<file path="src/logic/scp_pkg.sv">
// system control pin select: shared constants
// assumes an 8-bit i/o bus decoded on bits 7:0
package scp_pkg;

	// ****************************************
	// register offsets
	// ****************************************
	localparam logic [7:0] SCP_OFS_BANK = 8'h1b; // dram_bank_select
	localparam logic [7:0] SCP_OFS_IRQ = 8'h1c; // interrupt_source_routing
	localparam logic [7:0] SCP_OFS_PIN = 8'h1d; // peripheral_pin_routing
	localparam logic [7:0] SCP_OFS_MEM = 8'h1e; // memory_map_refresh_nmi
	localparam logic [7:0] SCP_OFS_WAIT = 8'h1f; // wait_and_output_select

	// reset value
	localparam logic [7:0] SCP_REG_RST = 8'h00;
	// answer for an unmapped read
	localparam logic [7:0] SCP_UNMAPPED = 8'h00;

	// ****************************************
	// field positions
	// ****************************************
	localparam int SCP_IRQ_POL_LO = 0; // 4 polarity bits, pins 89,88,87,86
	localparam int SCP_IRQ_SEL0 = 4; // line zero source
	localparam int SCP_IRQ_SEL1 = 5; // line one source
	localparam int SCP_IRQ_SEL2 = 6; // line two source
	localparam int SCP_IRQ_SEL5 = 7; // line five source
	localparam int SCP_PIN_DMA_LO = 0; // 2-bit dma1 request select
	localparam int SCP_PIN_BACK = 2; // pin 91 select
	localparam int SCP_PIN_LATCH = 3; // pin 5 select
	localparam int SCP_PIN_MODEM_LO = 4; // 2-bit uart1 modem level
	localparam int SCP_PIN_RXRDY = 6; // pin 94 select
	localparam int SCP_PIN_TXRDY = 7; // pin 93 select
	localparam int SCP_MEM_REF_LO = 0; // 3-bit refresh code
	localparam int SCP_MEM_HIGH = 4; // c0000-fffff to top dram bank
	localparam int SCP_MEM_DRAM = 5; // 80000-bffff is dram
	localparam int SCP_MEM_NMI_LO = 6; // 2-bit nmi source

	// ****************************************
	// refresh intervals in system clocks
	// ****************************************
	localparam logic [7:0] SCP_REF_0 = 8'd128;
	localparam logic [7:0] SCP_REF_1 = 8'd88;
	localparam logic [7:0] SCP_REF_2 = 8'd64;
	localparam logic [7:0] SCP_REF_3 = 8'd44;
	localparam logic [7:0] SCP_REF_4 = 8'd32;
	localparam logic [7:0] SCP_REF_5 = 8'd22;
	localparam logic [7:0] SCP_REF_6 = 8'd16;
	localparam logic [7:0] SCP_REF_7 = 8'd11;

	// synchronised pin count
	localparam int SCP_SYNC_W = 9;

	// nmi source codes
	typedef enum logic [1:0] {
		SCP_NMI_OFF = 2'b00,
		SCP_NMI_TMR = 2'b01,
		SCP_NMI_PIN = 2'b10,
		SCP_NMI_BOTH = 2'b11
	} scp_nmi_t;

endpackage

</file>
<file path="src/logic/scp_top.sv">
// system control registers and shared pin routing
// assumes a synchronous 8-bit cpu i/o bus on core_clk;
// peripheral signals arrive on core_clk, pins are asynchronous
`timescale 1ns/100ps

// What this block does
// RL1: mode pin selects debug ram boot
// RL2: bank register holds dram bank number
// RL3: software uses two or four bank bits
// RL4: all registers clear on reset
// RL5: per-pin interrupt polarity select bits
// RL6: line zero takes pin or timer2
// RL7: line one takes pin or timer3
// RL8: line two takes pin or serial1
// RL9: line five takes pin or uart1 errors
// RL10: software sets routed lines edge-triggered
// RL11: two-bit field selects dma1 request
// RL12: pin 91 port bit or bus ack
// RL13: pin 5 latch strobe or dma0 ack
// RL14: uart1 modem field enables functions progressively
// RL15: pin 94 port bit or uart1 rx-ready
// RL16: pin 93 port bit or uart1 tx-ready
// RL17: three-bit code sets refresh interval
// RL18: high area to top dram bank
// RL19: dram enable maps window and pins
// RL20: two-bit field selects nmi source
// RL21: fifth register is plain storage
// RL22: decode uses low eight address bits
module scp_top (
	// clock and reset
	input wire logic core_clk,
	input wire logic rst_n,
	// cpu i/o bus
	input wire logic [15:0] io_addr,
	input wire logic io_wr,
	input wire logic io_rd,
	input wire logic [7:0] io_wdata,
	output logic [7:0] io_rdata_r,
	// mode strap pin
	input wire logic debug_boot_mode_pin,
	output logic debug_mode_r,
	// interrupt pins and sources
	input wire logic pin89_in,
	input wire logic pin88_in,
	input wire logic pin87_in,
	input wire logic pin86_in,
	input wire logic timer2_irq,
	input wire logic timer3_irq,
	input wire logic serial1_irq,
	input wire logic break_detect_flag,
	input wire logic receive_error_interrupt,
	// interrupt controller request lines
	output logic request_line_zero,
	output logic request_line_one,
	output logic request_line_two,
	output logic request_line_five,
	output logic request_line_fourteen,
	output logic request_line_fifteen,
	// nmi
	input wire logic pin82_in,
	output logic cpu_nmi_n_r,
	// dma routing
	input wire logic pin84_in,
	input wire logic uart0_transmit_ready,
	input wire logic uart0_receive_ready,
	input wire logic dma1_acknowledge_n,
	input wire logic dma0_acknowledge_n,
	output logic dma1_request,
	// uart1 signals
	input wire logic uart1_transmit_ready,
	input wire logic uart1_receive_ready,
	input wire logic uart1_serial_out,
	input wire logic uart1_request_to_send_n,
	input wire logic uart1_terminal_ready_n,
	input wire logic pin74_in,
	input wire logic pin75_in,
	output logic uart1_clear_to_send_n,
	output logic uart1_set_ready_n,
	// other internal sources
	input wire logic external_bus_ack_n,
	input wire logic port_latch_strobe,
	input wire logic upper_address_select_n,
	input wire logic dram_col_strobe_n,
	input wire logic dram_row_strobe_n,
	// port drive
	input wire logic [7:0] port1_out,
	input wire logic [7:0] port1_oe,
	input wire logic [2:0] port3_out,
	input wire logic [2:0] port3_oe,
	// pin 5, output only
	output logic pin5_out,
	// pins 91..94 (port1 bits 7..4)
	output logic [3:0] pin9x_out,
	output logic [3:0] pin9x_oe,
	// pins 96..98 (port1 bits 3..1)
	output logic [2:0] pin9y_out,
	output logic [2:0] pin9y_oe,
	// pins 81, 80, 77 (port3 bits 0..2)
	output logic [2:0] pin8x_out,
	output logic [2:0] pin8x_oe,
	// memory map and refresh
	output logic [7:0] dram_bank_r,
	output logic dram_area_r,
	output logic high_area_dram_r,
	output logic [7:0] wait_select_r,
	output logic refresh_req_r
);
	import scp_pkg::*;

	// ****************************************
	// declarations
	// ****************************************
	logic [7:0] bank_r; // dram_bank_select
	logic [7:0] irq_r; // interrupt_source_routing
	logic [7:0] pin_r; // peripheral_pin_routing
	logic [7:0] mem_r; // memory_map_refresh_nmi
	logic [7:0] wait_r; // wait_and_output_select
	logic [SCP_SYNC_W-1:0] raw; // pins before the synchroniser
	logic [SCP_SYNC_W-1:0] syn; // pins after the synchroniser
	logic [7:0] ofs; // low address byte
	logic [7:0] rd_nxt; // read mux
	logic [3:0] pol_pin; // pins after polarity select
	logic [1:0] modem; // uart1 modem level
	logic [1:0] dma_sel; // dma1 request select
	scp_nmi_t nmi_sel; // nmi source select

	// ****************************************
	// pin synchroniser
	// ****************************************
	assign raw = {debug_boot_mode_pin, pin89_in, pin88_in, pin87_in, pin86_in,
		pin82_in, pin84_in, pin74_in, pin75_in};

	scp_sync u_sync (
		.core_clk(core_clk),
		.rst_n(rst_n),
		.pin_raw(raw),
		.pin_sync(syn)
	);

	// ****************************************
	// register bus
	// ****************************************
	// upper address byte is ignored
	assign ofs = io_addr[7:0]; // RL22

	// register writes
	always_ff @(posedge core_clk or negedge rst_n) begin
		if (!rst_n) begin
			bank_r <= SCP_REG_RST; // RL4
			irq_r <= SCP_REG_RST;
			pin_r <= SCP_REG_RST;
			mem_r <= SCP_REG_RST;
			wait_r <= SCP_REG_RST;
		end else if (io_wr) begin
			case (ofs)
				SCP_OFS_BANK: bank_r <= io_wdata; // RL2
				SCP_OFS_IRQ: irq_r <= io_wdata;
				SCP_OFS_PIN: pin_r <= io_wdata;
				SCP_OFS_MEM: mem_r <= io_wdata;
				SCP_OFS_WAIT: wait_r <= io_wdata; // RL21
				default: ;
			endcase
		end
	end

	// read mux; unmapped offsets answer zero
	always_comb begin
		case (ofs)
			SCP_OFS_BANK: rd_nxt = bank_r;
			SCP_OFS_IRQ: rd_nxt = irq_r;
			SCP_OFS_PIN: rd_nxt = pin_r;
			SCP_OFS_MEM: rd_nxt = mem_r;
			SCP_OFS_WAIT: rd_nxt = wait_r; // RL21
			default: rd_nxt = SCP_UNMAPPED;
		endcase
	end

	// read data held to next read
	always_ff @(posedge core_clk or negedge rst_n) begin
		if (!rst_n) begin
			io_rdata_r <= 8'h00;
		end else if (io_rd) begin
			io_rdata_r <= rd_nxt; // RL22
		end
	end

	// ****************************************
	// mode pin
	// ****************************************
	// high: debug boot from ram
	always_ff @(posedge core_clk or negedge rst_n) begin
		if (!rst_n) begin
			debug_mode_r <= 1'b0;
		end else begin
			debug_mode_r <= syn[8]; // RL1
		end
	end

	// ****************************************
	// interrupt routing
	// ****************************************
	// 1 inverts the pin level
	assign pol_pin = syn[7:4] ^ irq_r[SCP_IRQ_POL_LO +: 4]; // RL5

	// request lines
	always_ff @(posedge core_clk or negedge rst_n) begin
		if (!rst_n) begin
			request_line_zero <= 1'b0;
			request_line_one <= 1'b0;
			request_line_two <= 1'b0;
			request_line_five <= 1'b0;
			request_line_fourteen <= 1'b0;
			request_line_fifteen <= 1'b0;
		end else begin
			// pin 89 or timer channel 2
			request_line_zero <= irq_r[SCP_IRQ_SEL0] ? timer2_irq : pol_pin[3]; // RL6
			// pin 88 or timer channel 3
			request_line_one <= irq_r[SCP_IRQ_SEL1] ? timer3_irq : pol_pin[2]; // RL7
			// pin 89 or serial channel 1
			request_line_two <= irq_r[SCP_IRQ_SEL2] ? serial1_irq : pol_pin[3]; // RL8
			// pin 88 or uart1 break/error
			request_line_five <= irq_r[SCP_IRQ_SEL5] ?
				(break_detect_flag | receive_error_interrupt) : pol_pin[2]; // RL9
			request_line_fourteen <= pol_pin[1]; // RL5
			request_line_fifteen <= pol_pin[0]; // RL5
		end
	end

	// ****************************************
	// nmi source
	// ****************************************
	assign nmi_sel = scp_nmi_t'(mem_r[SCP_MEM_NMI_LO +: 2]);

	// nmi low active, timer high
	always_ff @(posedge core_clk or negedge rst_n) begin
		if (!rst_n) begin
			cpu_nmi_n_r <= 1'b1;
		end else begin
			case (nmi_sel)
				SCP_NMI_OFF: cpu_nmi_n_r <= 1'b1; // RL20
				SCP_NMI_TMR: cpu_nmi_n_r <= ~timer3_irq; // RL20
				SCP_NMI_PIN: cpu_nmi_n_r <= syn[3]; // RL20
				SCP_NMI_BOTH: cpu_nmi_n_r <= ~timer3_irq & syn[3]; // RL20
				default: cpu_nmi_n_r <= 1'b1;
			endcase
		end
	end

	// ****************************************
	// dma request routing
	// ****************************************
	assign dma_sel = pin_r[SCP_PIN_DMA_LO +: 2];

	// 0x pin 84, 10 tx-ready, 11 rx-ready
	always_ff @(posedge core_clk or negedge rst_n) begin
		if (!rst_n) begin
			dma1_request <= 1'b0;
		end else begin
			case (dma_sel)
				2'b10: dma1_request <= uart0_transmit_ready; // RL11
				2'b11: dma1_request <= uart0_receive_ready; // RL11
				default: dma1_request <= syn[2]; // RL11
			endcase
		end
	end

	// ****************************************
	// uart1 modem inputs
	// ****************************************
	assign modem = pin_r[SCP_PIN_MODEM_LO +: 2];

	// unused modem inputs are forced low
	always_ff @(posedge core_clk or negedge rst_n) begin
		if (!rst_n) begin
			uart1_clear_to_send_n <= 1'b0;
			uart1_set_ready_n <= 1'b0;
		end else begin
			uart1_clear_to_send_n <= modem[1] ? syn[1] : 1'b0; // RL14
			uart1_set_ready_n <= (modem == 2'b11) ? syn[0] : 1'b0; // RL14
		end
	end

	// ****************************************
	// output-only pin 5
	// ****************************************
	always_ff @(posedge core_clk or negedge rst_n) begin
		if (!rst_n) begin
			pin5_out <= 1'b0;
		end else begin
			// latch strobe or dma0 acknowledge
			pin5_out <= pin_r[SCP_PIN_LATCH] ? dma0_acknowledge_n : port_latch_strobe; // RL13
		end
	end

	// ****************************************
	// pins 91..94
	// ****************************************
	// bits 3..0 are pins 91..94
	always_ff @(posedge core_clk or negedge rst_n) begin
		if (!rst_n) begin
			pin9x_out <= 4'h0;
			pin9x_oe <= 4'h0;
		end else begin
			// pin 91: port bit 7 or bus acknowledge
			if (pin_r[SCP_PIN_BACK]) begin
				pin9x_out[3] <= external_bus_ack_n; // RL12
				pin9x_oe[3] <= 1'b1;
			end else begin
				pin9x_out[3] <= port1_out[7]; // RL12
				pin9x_oe[3] <= port1_oe[7];
			end
			// pin 92: dma1 acknowledge only for code 01
			if (dma_sel == 2'b01) begin
				pin9x_out[2] <= dma1_acknowledge_n; // RL11
				pin9x_oe[2] <= 1'b1;
			end else begin
				pin9x_out[2] <= port1_out[6]; // RL11
				pin9x_oe[2] <= port1_oe[6];
			end
			// pin 93: port bit 5 or uart1 tx-ready
			if (pin_r[SCP_PIN_TXRDY]) begin
				pin9x_out[1] <= uart1_transmit_ready; // RL16
				pin9x_oe[1] <= 1'b1;
			end else begin
				pin9x_out[1] <= port1_out[5]; // RL16
				pin9x_oe[1] <= port1_oe[5];
			end
			// pin 94: port bit 4 or uart1 rx-ready
			if (pin_r[SCP_PIN_RXRDY]) begin
				pin9x_out[0] <= uart1_receive_ready; // RL15
				pin9x_oe[0] <= 1'b1;
			end else begin
				pin9x_out[0] <= port1_out[4]; // RL15
				pin9x_oe[0] <= port1_oe[4];
			end
		end
	end

	// ****************************************
	// pins 96..98, dram strobes
	// ****************************************
	// bits 2..0 are pins 96..98
	always_ff @(posedge core_clk or negedge rst_n) begin
		if (!rst_n) begin
			pin9y_out <= 3'h0;
			pin9y_oe <= 3'h0;
		end else if (mem_r[SCP_MEM_DRAM]) begin
			// dram window: select, column, row strobes
			pin9y_out <= {upper_address_select_n, dram_col_strobe_n,
				dram_row_strobe_n}; // RL19
			pin9y_oe <= 3'h7;
		end else begin
			// sram window: port bits 3..1
			pin9y_out <= port1_out[3:1]; // RL19
			pin9y_oe <= port1_oe[3:1];
		end
	end

	// ****************************************
	// pins 81, 80, 77, uart1 outputs
	// ****************************************
	// bit 0 pin 81, bit 1 pin 80, bit 2 pin 77
	always_ff @(posedge core_clk or negedge rst_n) begin
		if (!rst_n) begin
			pin8x_out <= 3'h0;
			pin8x_oe <= 3'h0;
		end else begin
			// pin 77: serial out from level 01 upward
			pin8x_out[2] <= (modem != 2'b00) ? uart1_serial_out : port3_out[2]; // RL14
			pin8x_oe[2] <= (modem != 2'b00) ? 1'b1 : port3_oe[2];
			// pin 80: request-to-send from level 10 upward
			pin8x_out[1] <= modem[1] ? uart1_request_to_send_n : port3_out[1]; // RL14
			pin8x_oe[1] <= modem[1] ? 1'b1 : port3_oe[1];
			// pin 81: terminal ready only at level 11
			pin8x_out[0] <= (modem == 2'b11) ? uart1_terminal_ready_n : port3_out[0]; // RL14
			pin8x_oe[0] <= (modem == 2'b11) ? 1'b1 : port3_oe[0];
		end
	end

	// ****************************************
	// memory map outputs
	// ****************************************
	// outputs for the bus unit
	always_ff @(posedge core_clk or negedge rst_n) begin
		if (!rst_n) begin
			dram_bank_r <= 8'h00;
			dram_area_r <= 1'b0;
			high_area_dram_r <= 1'b0;
			wait_select_r <= 8'h00;
		end else begin
			dram_bank_r <= bank_r; // RL2
			dram_area_r <= mem_r[SCP_MEM_DRAM]; // RL19
			// high area needs dram on
			high_area_dram_r <= mem_r[SCP_MEM_DRAM] & mem_r[SCP_MEM_HIGH]; // RL18
			wait_select_r <= wait_r; // RL21
		end
	end

	// ****************************************
	// refresh timer
	// ****************************************
	// runs while dram is mapped
	scp_refresh u_refresh (
		.core_clk(core_clk),
		.rst_n(rst_n),
		.enable(mem_r[SCP_MEM_DRAM]),
		.rate_code(mem_r[SCP_MEM_REF_LO +: 3]),
		.refresh_req_r(refresh_req_r)
	);
endmodule

</file>
<file path="src/logic/scp_sync.sv">
// two-flop synchroniser bank for the pin inputs
// assumes inputs are asynchronous to core_clk
`timescale 1ns/100ps
module scp_sync (
	// clock and reset
	input wire logic core_clk,
	input wire logic rst_n,
	// raw pins and synchronised levels
	input wire logic [scp_pkg::SCP_SYNC_W-1:0] pin_raw,
	output logic [scp_pkg::SCP_SYNC_W-1:0] pin_sync
);
	import scp_pkg::*;

	// ****************************************
	// per-bit flop pair
	// ****************************************
	genvar gi;
	generate
		for (gi = 0; gi < SCP_SYNC_W; gi++) begin : g_bit
			logic meta_r; // first stage, read only by the second
			always_ff @(posedge core_clk or negedge rst_n) begin
				if (!rst_n) begin
					meta_r <= 1'b0;
					pin_sync[gi] <= 1'b0;
				end else begin
					meta_r <= pin_raw[gi];
					pin_sync[gi] <= meta_r;
				end
			end
		end
	endgenerate
endmodule

</file>
<file path="src/logic/scp_refresh.sv">
// dram refresh interval timer
// assumes a rate code registered on core_clk
`timescale 1ns/100ps
module scp_refresh (
	// clock and reset
	input wire logic core_clk,
	input wire logic rst_n,
	// control
	input wire logic enable,
	input wire logic [2:0] rate_code,
	// one-cycle refresh request
	output logic refresh_req_r
);
	import scp_pkg::*;

	logic [7:0] count_r; // clocks left in this interval
	logic [7:0] period; // interval chosen by the code

	// ****************************************
	// code to interval lookup
	// ****************************************
	always_comb begin
		case (rate_code)
			3'd0: period = SCP_REF_0; // RL17
			3'd1: period = SCP_REF_1;
			3'd2: period = SCP_REF_2;
			3'd3: period = SCP_REF_3;
			3'd4: period = SCP_REF_4;
			3'd5: period = SCP_REF_5;
			3'd6: period = SCP_REF_6;
			default: period = SCP_REF_7;
		endcase
	end

	// down counter, pulses once per interval
	always_ff @(posedge core_clk or negedge rst_n) begin
		if (!rst_n) begin
			count_r <= 8'h00;
			refresh_req_r <= 1'b0;
		end else if (!enable) begin
			count_r <= 8'h00;
			refresh_req_r <= 1'b0;
		end else if (count_r <= 8'h01) begin
			count_r <= period; // RL17
			refresh_req_r <= (count_r == 8'h01);
		end else begin
			count_r <= count_r - 8'h01;
			refresh_req_r <= 1'b0;
		end
	end
endmodule

</file>
<file path="config.mk">
export PLATFORM = sky130hd
export DESIGN_NAME = scp_top
export DESIGN_NICKNAME = d
export VERILOG_FILES = /design/src/logic/scp_pkg.sv /design/src/logic/scp_top.sv /design/src/logic/scp_sync.sv /design/src/logic/scp_refresh.sv
export SDC_FILE = /design/constraint.sdc
export NUM_CORES = 1
export LEC_CHECK = 0
export ABC_AREA = 1
export BUFFER_PORTS_ARGS = -buffer_cell sky130_fd_sc_hd__buf_2
export CORE_AREA = 2 2 108 110
export DETAILED_ROUTE_END_ITERATION = 6
export DIE_AREA = 0 0 110 112
export PLACE_DENSITY = 0.74
export SLEW_MARGIN = 20
export SYNTH_ARGS = -nofsm -noshare
export SYNTH_HDL_FRONTEND = slang
export SYNTH_HIERARCHICAL = 1
export SYNTH_SLANG_ARGS = --single-unit
</file>
<file path="constraint.sdc">
create_clock -name core_clk -period 1.23 [get_ports core_clk]
set_input_delay 0.123 -clock core_clk [delete_from_list [all_inputs] [get_ports core_clk]]
set_output_delay 0.123 -clock core_clk [all_outputs]
set_load 0.02 [all_outputs]
</file>
==> flow_metrics.py <==
metrics = {
    "status": {
        "outcome": "finished, violations left",
        "violations": "setup timing",
    },
    "critical_path": {
        "worstPathArrival_ps": 1660,
        "cp_slowest_cell": "dfrtp_1",
        "path_cells": "inv_2, ha_4, o21ai_4, inv_2, nand2_4, nand2_1, nor2_1, nor2_1",
        "reg2reg_depth": 8,
        "r2r_slack_ps": -130,
        "start_kind": "register",
        "r2r-start": "u_refresh/count_r[0]",
        "worst_path_largest_cell_delay_ps": 420,
        "reg2reg_to": "u_refresh/count_r[7]",
        "endpoint": "u_refresh/count_r[7]",
        "path_depth": 8,
        "path_class": "reg -> reg",
        "cp.buffers_inverters": 2,
        "cp_max_fo": 5,
        "crit_family": "flip-flops",
        "end_kind": "register",
        "critPathLaunch": "u_refresh/count_r[0]",
        "cp.required_ps": 1530,
    },
    "timing": {
        "period_share_pct": 111,
        "skew_ps": 9.78,
        "fin_crit_ps": 1360,
        "tightest_slew_ps": 336,
        "slew_headroom_pct": 77.6,
        "rsz0062_at_grt": "true",
        "finalMaxSlewViolations": 0,
        "max_freq_mhz": 736,
        "setup_violations": 8,
        "fin_ws_ps": -129,
        "finalHoldViolCount": 0,
        "timing.hold.ws_ps": 12.9,
    },
    "routing": {
        "vias": 4635,
        "wire_per_inst_um": 15.8,
        "drc": 0,
        "dr.pass1.iters": 5,
        "antenna_left": 0,
        "postRouteWirelength_um": 14100,
        "avgViaCountPerCell": 5.20,
        "initialDrtViolationCount": 316,
    },
    "floorplanning": {
        "dieArea_sq_um": 12300,
        "die_w_um": 110,
        "core_sq_um": 11200,
        "chipHeight_um": 112,
        "start_util_pct": 46.0,
        "io_pins": 137,
        "num_rows": 39,
    },
    "yosys": {
        "ys_async_sr_fraction_pct": 100,
        "yosys.area.top_type": "dfrtp_1",
        "synth_area_sq_um": 5140,
        "synth_top_cell_area_share_pct": 60.4,
        "postSynthCellCount": 501,
        "seq_area_frac_synth_pct": 60.9,
        "yosys_warnings": 6,
        "synth_cell_types": 32,
        "yosys_most_used_dff": "dfrtp_1",
        "yosysMostFrequentCell": "nand2_1",
        "avgSynthCellArea_sq_um": 10.3,
        "synth_edf_count": 0,
        "synth-seq-cells": 125,
        "synth_area_leaders": "dfrtp_1, nand2_1, nand3_1",
        "syn_nets": 581,
        "synthTopCellsByCount": "nand2_1, dfrtp_1, nand3_1",
    },
    "grt": {
        "track_usage_pct": 23.8,
        "first_global_vias": 4503,
        "antenna_found_initial": 0,
        "grt_max_degree": 33,
        "grt-ovfl-total": 0,
        "grt_pass1_wl_um": 22200,
    },
    "worst_hold_path": {
        "hp-class": "in -> reg",
        "whs_path_depth": 3,
    },
    "layout": {
        "fillers": 770,
        "layout-drive-gt1-share_pct": 35.2,
        "ff_latch_area_sq_um": 3130,
        "multi_input_area_sq_um": 1790,
        "layout.nets": 816,
        "area_growth_pct": 45.5,
        "design_area_sq_um": 7480,
        "diodes": 0,
    },
    "power_and_ir_drop": {
        "ir_worst_vdd_mv": 0.898,
        "power_w": 0.0125,
        "cellPowerDensity_nw_per_um2": 1670,
        "cellLeakagePower_nw": 3.87,
    },
    "cts": {
        "cts_buffer_depth": 2,
        "htreeDepth": 4,
        "root_buffer": "clkbuf_16",
        "cts_buffers": 17,
        "clk_latency_ps": 410,
        "cts_tree": "done",
        "path_clk_slew_ps": 60,
        "cts_sinks": 125,
    },
    "place": {
        "globalplace.congestion": 0.841,
        "pre_cts_slack_ps": -117,
        "place_area_sq_um": 6210,
        "place_hpwl_um": 8820,
        "portBuffers": 126,
    },
    "run": {
        "cap_violations": 0,
    },
}
## stage by stage
| step | setup TNS, ps | std cells | utilization [%] |
|---|---|---|---|
| finish | -830 | 891 | 66.9 |
| CTS | -388 | 887 | 66.1 |
| detailed placement | -2990 | 801 | 55.6 |
| global route | -1140 | 891 | 66.9 |
| global placement | -1600 | 801 | 55.6 |
| floorplan | 0 | 501 | - |
## cells by family after synthesis
family | Yosys count | synth area share (%)
adder cells (fa/ha/maj) | 2 | 0.487
flip-flops | 125 | 60.9
XOR/XNOR | 6 | 1.02
AO/OA/AOI/OAI | 71 | 8.06
buffers and inverters | 58 | 6.33
AND/OR/NAND/NOR | 236 | 22.5
multiplexers | 3 | 0.657
## worst min path at each step
stage / from / end / slack (ps)
CTS: uart0_receive_ready / dma1_request / 8
floorplan: rst_n / bank_r[0] / -170
global placement: rst_n / pin9x_oe[0] / 40
detailed placement: rst_n / pin9x_oe[0] / 50
finish: uart0_receive_ready / dma1_request / 10
global route: io_wdata[5] / pin_r[5] / 20
## flip-flops by register name (all words and copies together), names as in the netlist, 3 cells and up
name                 flops
bank_r                   8
pin9y_out                3
pin9y_oe                 3
pin8x_oe                 3
u_sync/g_bit.meta_r      9
pin9x_oe                 4
mem_r                    8
wait_select_r            8
pin8x_out                3
pin_r                    8
io_rdata_r               8
u_sync/pin_sync          9
pin9x_out                4
wait_r                   8
dram_bank_r              8
irq_r                    8
u_refresh/count_r        8
## worst reg2reg max path, delay by kind of cell, from the launching register on
family	cells	cell delay, ps
compound gates	1	200
buf+inv	2	160
fa+ha+maj	1	180
flops	1	420
simple gates	4	310
## cell type report
cell class	instances	area share (%)
clock buffer	18	5.74
clock inverter	13	2.21
timing repair buffer	227	21.4
inverter	46	2.49
multi-input combinational	319	23.9
sequential	125	41.9
tap	143	2.39
## placed cells by master (no fill, tap or decap), types with 10 or more instances in the layout
cell             n
o21ai_1         18
o21ai_0         27
buf_2          124
buf_4           42
clkbuf_16       17
nor2_1          19
nand2_1        132
dfrtp_1        124
inv_1           38
nor2_4          10
dlygate4sd3_1   53
nand3_1         44
## repair_timing
action	4_1_cts	5_1_grt
pin swaps	5	11
buffers inserted	1	4
cloned	1	0
hold endpoints to repair	167	1
hold buffers	53	1
setup endpoints to repair	7	11
resized for setup	9	16
## per-layer routing
metal | wire length [um] | GRT usage (%) | part of all wire, % | up-vias
met5 | 0 | 0 | 0 | -
met4 | 418 | 9.87 | 3.0 | 0
met3 | 1090 | 5.39 | 7.7 | 40
met2 | 7070 | 38.8 | 50 | 252
met1 | 5530 | 30.4 | 39 | 2240
li1 | - | - | - | 2103
## report_power, final
part | leakage (nW) | internal [W] | switching, W
clock | 0.290 | 0.00318 | 0.00185
combinational | 2.04 | 0.00117 | 0.00151
sequential | 1.54 | 0.00448 | 0.000267
Power figures use the tool's default switching activity.
